**config.mk**
```make
export PLATFORM = sky130hd
export DESIGN_NAME = voltage_dip_and_peak_monitor
export DESIGN_NICKNAME = d
export VERILOG_FILES = /design/src/hdl/voltage_dip_and_peak_monitor.v
export VERILOG_INCLUDE_DIRS = /design/src /design/src/hdl
export SDC_FILE = /design/constraint.sdc
export NUM_CORES = 1
export LEC_CHECK = 0
export BUFFER_PORTS_ARGS = -buffer_cell sky130_fd_sc_hd__buf_2
export CAP_MARGIN = 10
export CORE_MARGIN = 2
export CORE_UTILIZATION = 60
export DETAILED_ROUTE_END_ITERATION = 8
export PLACE_DENSITY = 0.82
export SLEW_MARGIN = 20
export SYNTH_ARGS = -nofsm -noshare
export SYNTH_HDL_FRONTEND = slang
export SYNTH_SLANG_ARGS = --single-unit
```
**constraint.sdc**
```tcl
create_clock -name SYS_CLK -period 11.3 [get_ports SYS_CLK]
set_clock_uncertainty 0.2 [all_clocks]
set_input_delay 1.695 -clock SYS_CLK [delete_from_list [all_inputs] [get_ports SYS_CLK]]
set_output_delay 1.695 -clock SYS_CLK [all_outputs]
set_load 0.05 [all_outputs]
```
**src/hdl/dip_peak_map.vh**
```
// register offsets, field positions, reset values and limits of the dip and peak monitor
`ifndef DIP_PEAK_MAP_VH
`define DIP_PEAK_MAP_VH

// register indices on the register port
`define ADDR_EVENT_STATUS  4'h0
`define ADDR_EVENT_MASK    4'h1
`define ADDR_PHASE_STATUS  4'h2
`define ADDR_DIP_THRESHOLD 4'h3
`define ADDR_DIP_COUNT     4'h4
`define ADDR_MEAS_MODE     4'h5
`define ADDR_PEAK_WINDOW   4'h6
`define ADDR_VOLT_PEAK     4'h7
`define ADDR_CURR_PEAK     4'h8

// event status and mask bit positions
`define BIT_DIP_EVENT      16
`define BIT_CURR_PEAK_DONE 23
`define BIT_VOLT_PEAK_DONE 24

// field positions
`define POS_DIP_PHASE_LO   12
`define POS_PEAK_SEL_LO    2
`define POS_PEAK_FLAGS_LO  24

// threshold values at or below this level mean a level of zero
`define DIP_LEVEL_ZERO_MAX 24'h000001

// reset values
`define RST_DIP_THRESHOLD  24'h000000
`define RST_DIP_COUNT      8'h00
`define RST_PEAK_WINDOW    8'h00
`define RST_PEAK_SEL       3'h0
`define RST_MASK           3'h0

`endif

```
**src/hdl/voltage_dip_and_peak_monitor.v**
```verilog
// dip detector, peak recorder and event status logic of the metering front end
// Notes on behaviour
// - dip flag bit 16 on persistent below/above
// - phase A state bit follows dip result
// - phases B and C state bits likewise
// - eight-bit half-cycle count, zero invalid
// - masked dip flag pulls interrupt low immediately
// - writing one clears dip flag, releases interrupt
// - count write after threshold set resets counter
// - compare threshold with absolute filtered voltage
// - full scale always dips, zero/one never
// - threshold read as 32 bits, top zero
// - peaks stored in low 24 bits
// - window counts half-line cycles from zero crossings
// - mode bits 4:2 select peak phases
// - each cycle with a selected phase crossing advances window by one
// - one-hot phase flag in bits 26:24
// - peaks update at window end, then hold
// - current window end sets bit 23
// - voltage window end sets bit 24
// - window write with selection resets counter
`timescale 1ns/1ps
`include "dip_peak_map.vh"

module voltage_dip_and_peak_monitor (
  // clock and reset
  input  wire        SYS_CLK,
  input  wire        RST_N,
  // register port
  input  wire        REG_WR,
  input  wire        REG_RD,
  input  wire [3:0]  REG_ADDR,
  input  wire [31:0] REG_WDATA,
  output reg  [31:0] REG_RDATA,
  // filtered samples
  input  wire        SAMPLE_VALID,
  input  wire [23:0] V_A,
  input  wire [23:0] V_B,
  input  wire [23:0] V_C,
  input  wire [23:0] I_A,
  input  wire [23:0] I_B,
  input  wire [23:0] I_C,
  // voltage zero-crossing pulses
  input  wire        ZX_A,
  input  wire        ZX_B,
  input  wire        ZX_C,
  // interrupt
  output reg         IRQ_N
);

  // ----------------------------------------------------------------
  // helpers
  // ----------------------------------------------------------------
  // absolute value of sample
  function [23:0] abs24;
    input [23:0] s;
    begin
      abs24 = s[23] ? (~s + 24'h000001) : s;
    end
  endfunction

  // ----------------------------------------------------------------
  // registers
  // ----------------------------------------------------------------
  reg  [23:0] dip_threshold_reg;
  reg         dip_threshold_set_reg;
  reg  [7:0]  dip_half_cycle_count_reg;
  reg  [2:0]  peak_phase_select_reg;
  reg  [7:0]  peak_window_halfcycles_reg;
  reg  [2:0]  event_mask_reg;
  reg         dip_flag_reg;
  reg         current_peak_done_flag;
  reg         voltage_peak_done_flag;
  reg  [2:0]  dip_phase_state;
  reg  [2:0]  seen_low_reg;
  reg  [2:0]  seen_high_reg;
  reg  [2:0]  last_low_reg;
  reg  [7:0]  dip_cnt_reg [0:2];
  reg  [7:0]  peak_cnt_reg;
  reg  [23:0] vmax_reg;
  reg  [2:0]  vmax_ph_reg;
  reg  [23:0] imax_reg;
  reg  [2:0]  imax_ph_reg;
  reg  [26:0] voltage_peak_value;
  reg  [26:0] current_peak_value;

  wire [2:0]  zx = {ZX_C, ZX_B, ZX_A};
  wire [23:0] v_abs [0:2];
  wire [23:0] i_abs [0:2];
  assign v_abs[0] = abs24(V_A);
  assign v_abs[1] = abs24(V_B);
  assign v_abs[2] = abs24(V_C);
  assign i_abs[0] = abs24(I_A);
  assign i_abs[1] = abs24(I_B);
  assign i_abs[2] = abs24(I_C);

  wire wr_status = REG_WR && (REG_ADDR == `ADDR_EVENT_STATUS);
  // count write resets dip counters once threshold is set
  wire dip_restart = REG_WR && (REG_ADDR == `ADDR_DIP_COUNT) && dip_threshold_set_reg;
  // window write resets window when a phase is selected
  wire peak_restart = REG_WR && (REG_ADDR == `ADDR_PEAK_WINDOW) && (|peak_phase_select_reg);

  // ----------------------------------------------------------------
  // dip comparison and half-cycle qualification
  // ----------------------------------------------------------------
  reg  [2:0] below;
  reg  [2:0] dip_fire;
  reg  [2:0] fire_low;
  reg  [7:0] cnt_next [0:2];
  reg        whole_low;
  reg        whole_high;
  integer    p;
  integer    q;
  integer    r;

  always @* begin
    whole_low  = 1'b0;
    whole_high = 1'b0;
    for (p = 0; p < 3; p = p + 1) begin
      // a level of 0 or 1 is zero, so nothing is ever below it
      below[p] = (dip_threshold_reg > `DIP_LEVEL_ZERO_MAX) && (v_abs[p] < dip_threshold_reg);
      whole_low  = seen_low_reg[p] && !seen_high_reg[p];
      whole_high = seen_high_reg[p] && !seen_low_reg[p];
      dip_fire[p]    = 1'b0;
      fire_low[p]    = whole_low;
      cnt_next[p]    = dip_cnt_reg[p];
      if (zx[p]) begin
        // below half cycles always count, above ones only while in a dip
        if (!(whole_low || (whole_high && dip_phase_state[p]))) begin
          cnt_next[p] = 8'h00;
        end else if (dip_cnt_reg[p] != 8'h00 && last_low_reg[p] != whole_low) begin
          cnt_next[p] = 8'h01;
        end else begin
          cnt_next[p] = dip_cnt_reg[p] + 8'h01;
        end
        // fire at end of the programmed half cycle; zero never fires
        if (dip_half_cycle_count_reg != 8'h00 && cnt_next[p] == dip_half_cycle_count_reg) begin
          dip_fire[p] = 1'b1;
          cnt_next[p] = 8'h00;
        end
      end
    end
  end

  always @(posedge SYS_CLK) begin
    if (!RST_N) begin
      dip_phase_state <= 3'h0;
      seen_low_reg    <= 3'h0;
      seen_high_reg   <= 3'h0;
      last_low_reg    <= 3'h0;
      for (q = 0; q < 3; q = q + 1) begin
        dip_cnt_reg[q] <= 8'h00;
      end
    end else if (dip_restart) begin
      seen_low_reg  <= 3'h0;
      seen_high_reg <= 3'h0;
      for (q = 0; q < 3; q = q + 1) begin
        dip_cnt_reg[q] <= 8'h00;
      end
    end else begin
      for (q = 0; q < 3; q = q + 1) begin
        dip_cnt_reg[q] <= cnt_next[q];
        if (zx[q]) begin
          last_low_reg[q]  <= fire_low[q];
          seen_low_reg[q]  <= SAMPLE_VALID && below[q];
          seen_high_reg[q] <= SAMPLE_VALID && !below[q];
        end else if (SAMPLE_VALID) begin
          seen_low_reg[q]  <= seen_low_reg[q] | below[q];
          seen_high_reg[q] <= seen_high_reg[q] | !below[q];
        end
        // phase state one while below, zero once above
        if (dip_fire[q]) begin
          dip_phase_state[q] <= fire_low[q];
        end
      end
    end
  end

  // ----------------------------------------------------------------
  // peak tracking over the window
  // ----------------------------------------------------------------
  reg  [23:0] vcand;
  reg  [2:0]  vcand_ph;
  reg  [23:0] icand;
  reg  [2:0]  icand_ph;

  always @* begin
    vcand    = vmax_reg;
    vcand_ph = vmax_ph_reg;
    icand    = imax_reg;
    icand_ph = imax_ph_reg;
    for (r = 0; r < 3; r = r + 1) begin
      if (SAMPLE_VALID && peak_phase_select_reg[r] && v_abs[r] > vcand) begin
        vcand    = v_abs[r];
        vcand_ph = 3'h1 << r;
      end
      if (SAMPLE_VALID && peak_phase_select_reg[r] && i_abs[r] > icand) begin
        icand    = i_abs[r];
        icand_ph = 3'h1 << r;
      end
    end
  end

  // any selected phase crossing advances the window
  wire       zx_sel     = |(zx & peak_phase_select_reg);
  wire [7:0] peak_cnt_inc = peak_cnt_reg + 8'h01;
  wire       window_end = zx_sel && (peak_cnt_inc >= peak_window_halfcycles_reg);

  always @(posedge SYS_CLK) begin
    if (!RST_N) begin
      peak_cnt_reg       <= 8'h00;
      vmax_reg           <= 24'h000000;
      vmax_ph_reg        <= 3'h0;
      imax_reg           <= 24'h000000;
      imax_ph_reg        <= 3'h0;
      voltage_peak_value <= 27'h0000000;
      current_peak_value <= 27'h0000000;
    end else if (peak_restart) begin
      peak_cnt_reg <= 8'h00;
      vmax_reg     <= 24'h000000;
      vmax_ph_reg  <= 3'h0;
      imax_reg     <= 24'h000000;
      imax_ph_reg  <= 3'h0;
    end else if (window_end) begin
      peak_cnt_reg <= 8'h00;
      // latch value and one-hot phase, hold for next window
      voltage_peak_value <= {vcand_ph, vcand};
      current_peak_value <= {icand_ph, icand};
      vmax_reg     <= 24'h000000;
      vmax_ph_reg  <= 3'h0;
      imax_reg     <= 24'h000000;
      imax_ph_reg  <= 3'h0;
    end else begin
      if (zx_sel) begin
        peak_cnt_reg <= peak_cnt_inc;
      end
      vmax_reg    <= vcand;
      vmax_ph_reg <= vcand_ph;
      imax_reg    <= icand;
      imax_ph_reg <= icand_ph;
    end
  end

  // ----------------------------------------------------------------
  // event status, mask and interrupt
  // ----------------------------------------------------------------
  // only bits written as one clear; a same-cycle set wins
  // writing bit 16 as one clears the dip flag
  wire dip_flag_next = (dip_flag_reg & ~(wr_status & REG_WDATA[`BIT_DIP_EVENT])) | (|dip_fire);
  wire ipk_next = (current_peak_done_flag & ~(wr_status & REG_WDATA[`BIT_CURR_PEAK_DONE])) | window_end;
  wire vpk_next = (voltage_peak_done_flag & ~(wr_status & REG_WDATA[`BIT_VOLT_PEAK_DONE])) | window_end;

  always @(posedge SYS_CLK) begin
    if (!RST_N) begin
      dip_flag_reg           <= 1'b0;
      current_peak_done_flag <= 1'b0;
      voltage_peak_done_flag <= 1'b0;
      IRQ_N                  <= 1'b1;
    end else begin
      // dip flag on any phase result
      dip_flag_reg           <= dip_flag_next;
      current_peak_done_flag <= ipk_next;
      voltage_peak_done_flag <= vpk_next;
      // interrupt falls with the flag, from the same next value
      IRQ_N <= ~|({vpk_next, ipk_next, dip_flag_next} & event_mask_reg);
    end
  end

  // ----------------------------------------------------------------
  // register writes and reads
  // ----------------------------------------------------------------
  always @(posedge SYS_CLK) begin
    if (!RST_N) begin
      dip_threshold_reg          <= `RST_DIP_THRESHOLD;
      dip_threshold_set_reg      <= 1'b0;
      dip_half_cycle_count_reg   <= `RST_DIP_COUNT;
      peak_phase_select_reg      <= `RST_PEAK_SEL;
      peak_window_halfcycles_reg <= `RST_PEAK_WINDOW;
      event_mask_reg             <= `RST_MASK;
      REG_RDATA                  <= 32'h00000000;
    end else begin
      if (REG_WR) begin
        case (REG_ADDR)
          `ADDR_EVENT_MASK: begin
            event_mask_reg <= {REG_WDATA[`BIT_VOLT_PEAK_DONE], REG_WDATA[`BIT_CURR_PEAK_DONE],
                               REG_WDATA[`BIT_DIP_EVENT]};
          end
          `ADDR_DIP_THRESHOLD: begin
            dip_threshold_reg     <= REG_WDATA[23:0];
            dip_threshold_set_reg <= 1'b1;
          end
          `ADDR_DIP_COUNT: begin
            dip_half_cycle_count_reg <= REG_WDATA[7:0];
          end
          `ADDR_MEAS_MODE: begin
            peak_phase_select_reg <= REG_WDATA[`POS_PEAK_SEL_LO+2:`POS_PEAK_SEL_LO];
          end
          `ADDR_PEAK_WINDOW: begin
            peak_window_halfcycles_reg <= REG_WDATA[7:0];
          end
          default: begin
          end
        endcase
      end
      if (REG_RD) begin
        REG_RDATA <= 32'h00000000;
        case (REG_ADDR)
          `ADDR_EVENT_STATUS: begin
            REG_RDATA[`BIT_DIP_EVENT]      <= dip_flag_reg;
            REG_RDATA[`BIT_CURR_PEAK_DONE] <= current_peak_done_flag;
            REG_RDATA[`BIT_VOLT_PEAK_DONE] <= voltage_peak_done_flag;
          end
          `ADDR_EVENT_MASK: begin
            REG_RDATA[`BIT_DIP_EVENT]      <= event_mask_reg[0];
            REG_RDATA[`BIT_CURR_PEAK_DONE] <= event_mask_reg[1];
            REG_RDATA[`BIT_VOLT_PEAK_DONE] <= event_mask_reg[2];
          end
          `ADDR_PHASE_STATUS: begin
            REG_RDATA[`POS_DIP_PHASE_LO+2:`POS_DIP_PHASE_LO] <= dip_phase_state;
          end
          // threshold padded to 32 bits with zeros
          `ADDR_DIP_THRESHOLD: begin
            REG_RDATA <= {8'h00, dip_threshold_reg};
          end
          `ADDR_DIP_COUNT: begin
            REG_RDATA <= {24'h000000, dip_half_cycle_count_reg};
          end
          `ADDR_MEAS_MODE: begin
            REG_RDATA[`POS_PEAK_SEL_LO+2:`POS_PEAK_SEL_LO] <= peak_phase_select_reg;
          end
          `ADDR_PEAK_WINDOW: begin
            REG_RDATA <= {24'h000000, peak_window_halfcycles_reg};
          end
          `ADDR_VOLT_PEAK: begin
            REG_RDATA <= {5'h00, voltage_peak_value};
          end
          `ADDR_CURR_PEAK: begin
            REG_RDATA <= {5'h00, current_peak_value};
          end
          default: begin
            REG_RDATA <= 32'h00000000;
          end
        endcase
      end
    end
  end

endmodule // voltage_dip_and_peak_monitor

```
==> impl_metrics.env <==
export IMPL_synthTopCellsByCount="ha_1 (234), nand2_1 (231), dfxtp_1 (206)"
export IMPL_switching_power_mw=0.659
export IMPL_worstPathMaxFanout=21
export IMPL_rsz0062_at_grt="no"
export IMPL_critical_path_class="input pin to flop"
export IMPL_relSlewSlack=0.253
export IMPL_p_comb_frac=0.238
export IMPL_maxCapViolations=0
export IMPL_dp_hpwl_microns=46600
export IMPL_async_flop_share=0
export IMPL_cts_resized=0
export IMPL_yosysMostFrequentCell="ha_1"
export IMPL_vdd_drop_max_uv=112
export IMPL_max_freq_mhz=95.0
export IMPL_leakagePower_nw=8.65
export IMPL_drive_gt1_frac=0.135
export IMPL_hp_class="flop to flop"
export IMPL_clockBufferDepth=3
export IMPL_ios=221
export IMPL_synthTopCellsByArea="dfxtp_1 (21%), ha_1 (15%), xnor2_1 (5.1%), a21oi_1 (4.9%), nand2_1 (4.5%)"
export IMPL_synth_edf_count=24
export IMPL_outcome="completed"
export IMPL_cp_end_kind="flop"
export IMPL_grt_pass1_wl_microns=92600
export IMPL_setup_violations=0
export IMPL_dr_total_vias=19000
export IMPL_post_cts_setup_buffer_count=0
export IMPL_crit_path_top_delay_cell="or4_1"
export IMPL_required_ns=11.49
export IMPL_core_area_sq_mm=0.0316
export IMPL_grt_pass1_vias=18500
export IMPL_grt_usage=0.339
export IMPL_overflow=0
export IMPL_drt_iter0_drc=1828
export IMPL_clkPwrFrac=0.361
export IMPL_cp_arrival_ns=10.71
export IMPL_power_switching_share=0.309
export IMPL_floorplan_initialDensity=0.612
export IMPL_clkTransAtPathRegs_ns=0.06
export IMPL_firstDrtPassIters=6
export IMPL_root_buffer="clkbuf_16"
export IMPL_die_area_sq_mm=0.0337
export IMPL_synth_ff_type="dfxtp_1"
export IMPL_rows=65
export IMPL_yosysWarnings=0
export IMPL_syn_area_per_cell_sq_um=7.98
export IMPL_synth_top_area_frac=0.213
export IMPL_wl_per_cell_microns=19.6
export IMPL_hold_slack_ns=0.252
export IMPL_syn_inst=2427
export IMPL_fin_util=0.678
export IMPL_reg_largest_list="REG_RDATA (27), current_peak_value (27), voltage_peak_value (27)"
export IMPL_yosysSeqAreaShare=0.250
export IMPL_cts_hold_buffers=0
export IMPL_cts_buffers=25
export IMPL_via_per_inst=6.36
export IMPL_totalWireLength_microns=58700
export IMPL_max_stage_delay_ns=0.63
export IMPL_power_internal_mw=1.47
export IMPL_timing_final_crit_period_ns=10.52
export IMPL_clock_sinks=230
export IMPL_layout_nets=2995
export IMPL_min_period_over_period=0.931
export IMPL_critPathMostFrequentCell="a21oi_1"
export IMPL_die_h_microns=184
export IMPL_drv_slew=0
export IMPL_finalHoldViolCount=0
export IMPL_drc=0
export IMPL_synth_top_area_cell="dfxtp_1"
export IMPL_worst_slew_pin_slew_ns=1.12
export IMPL_antenna_found_initial=3
export IMPL_io_buffer_count=208
export IMPL_areaGrowthSynthToFinish_pct=10.8
export IMPL_synth_cell_types=77
export IMPL_h_tree_depth=1
export IMPL_p_per_area_mw_per_mm2=99.4
export IMPL_grt_max_degree=65
export IMPL_netlist_area_sq_mm=0.0194
export IMPL_ant_nets=0
export IMPL_synth_seq_cells=230
export IMPL_cts_tree="built"
export IMPL_gp_congestion=0.966
export IMPL_finalSetupTns_ns=0
export IMPL_die_x_microns=184
export IMPL_insertion_delay_ns=0.52
export IMPL_p_total_mw=2.13
export IMPL_seqPwrFrac=0.402
export IMPL_start_kind="input pin"
[through the flow]
| step | instance area [sq um] | worst slack [ns] | cells |
|---|---|---|---|
| 4_1_cts | 21400 | 0.771 | 2993 |
| 3_3_place_gp | 20700 | 0.572 | 2948 |
| 5_1_grt | 21500 | 0.0679 | 2994 |
| 6_report | 21500 | 0.777 | 2995 |
| 2_1_floorplan | 19400 | 1.89 | 2431 |
| 3_5_place_dp | 20700 | 0.278 | 2948 |
[kinds of logic after synthesis]
kind of cell / synth area share
xor gates and xnor gates: 0.0795
buffers and inverters: 0.0563
adders and majority gates: 0.151
and+or+nand+nor: 0.203
DFF: 0.250
muxes: 0.0585
other: 0.000194
AOI/OAI and AO/OA: 0.202
[final timing paths]
check / depth (start not counted) / from / slack [ns] / to
worst min-delay path: 2 / voltage_peak_value[24] / 0.25 / voltage_peak_value[24]
worst max register to register: 28 / imax_reg[21] / 3.12 / current_peak_value[21]
worst min register to register: 2 / voltage_peak_value[24] / 0.25 / voltage_peak_value[24]
worst max-delay path: 33 / I_A[8] / 0.78 / current_peak_value[21]
[final cells by class]
cell class / instances / area [sq um]
multi-input cells: 1921 / 13500
fillers: 2642 / 10200
flip-flops and latches: 230 / 4840
repair buffers: 231 / 1230
clock buffers: 36 / 708
inverters: 164 / 616
well taps: 402 / 503
clock inverters: 9 / 47.5
diodes: 2 / 5.00
[worst max-delay path, delay by kind of cell]
| kind | cells | cell delay, ns |
|---|---|---|
| compound gates | 14 | 3.44 |
| simple gates | 8 | 2.34 |
| buf+inv | 5 | 1.49 |
| fa+ha+maj | 3 | 0.84 |
| mux | 2 | 0.67 |
| xor+xnor | 1 | 0.20 |
[cells in the final DEF, fill, tap and decap left out, types with 50 or more instances in the layout]
| cell type | netlist | final |
|---|---|---|
| a21oi_1 | 188 | 188 |
| nor2_1 | 174 | 174 |
| ha_1 | 234 | 234 |
| nor2b_1 | 54 | 54 |
| xnor2_1 | 113 | 113 |
| dfxtp_1 | 206 | 206 |
| xor2_1 | 50 | 50 |
| nand2_1 | 231 | 231 |
| a21o_1 | 53 | 53 |
| nand3_1 | 90 | 90 |
| o21ai_0 | 122 | 121 |
| inv_1 | 163 | 162 |
| mux2i_1 | 67 | 67 |
| buf_2 | 5 | 208 |
[power by group through the flow]
stage / clock network [mW] / registers [mW] / logic (mW)
after floorplan: 0 / 0.874 / 0.330
after global placement: 0 / 0.873 / 0.469
after detailed placement: 0 / 0.873 / 0.492
after CTS: 0.772 / 0.855 / 0.497
after global routing: 0.801 / 0.857 / 0.563
final: 0.769 / 0.856 / 0.507
[layer usage]
metal  vias to the layer above  GRT usage  wire length, microns
met5                         -          0                     9
met2                       855      0.573                 27200
met3                       172     0.0624                  5320
met1                      8958      0.427                 23700
li1                       9052          -                     -
met4                         2      0.132                  2420
(Power assumes the default switching activity.)
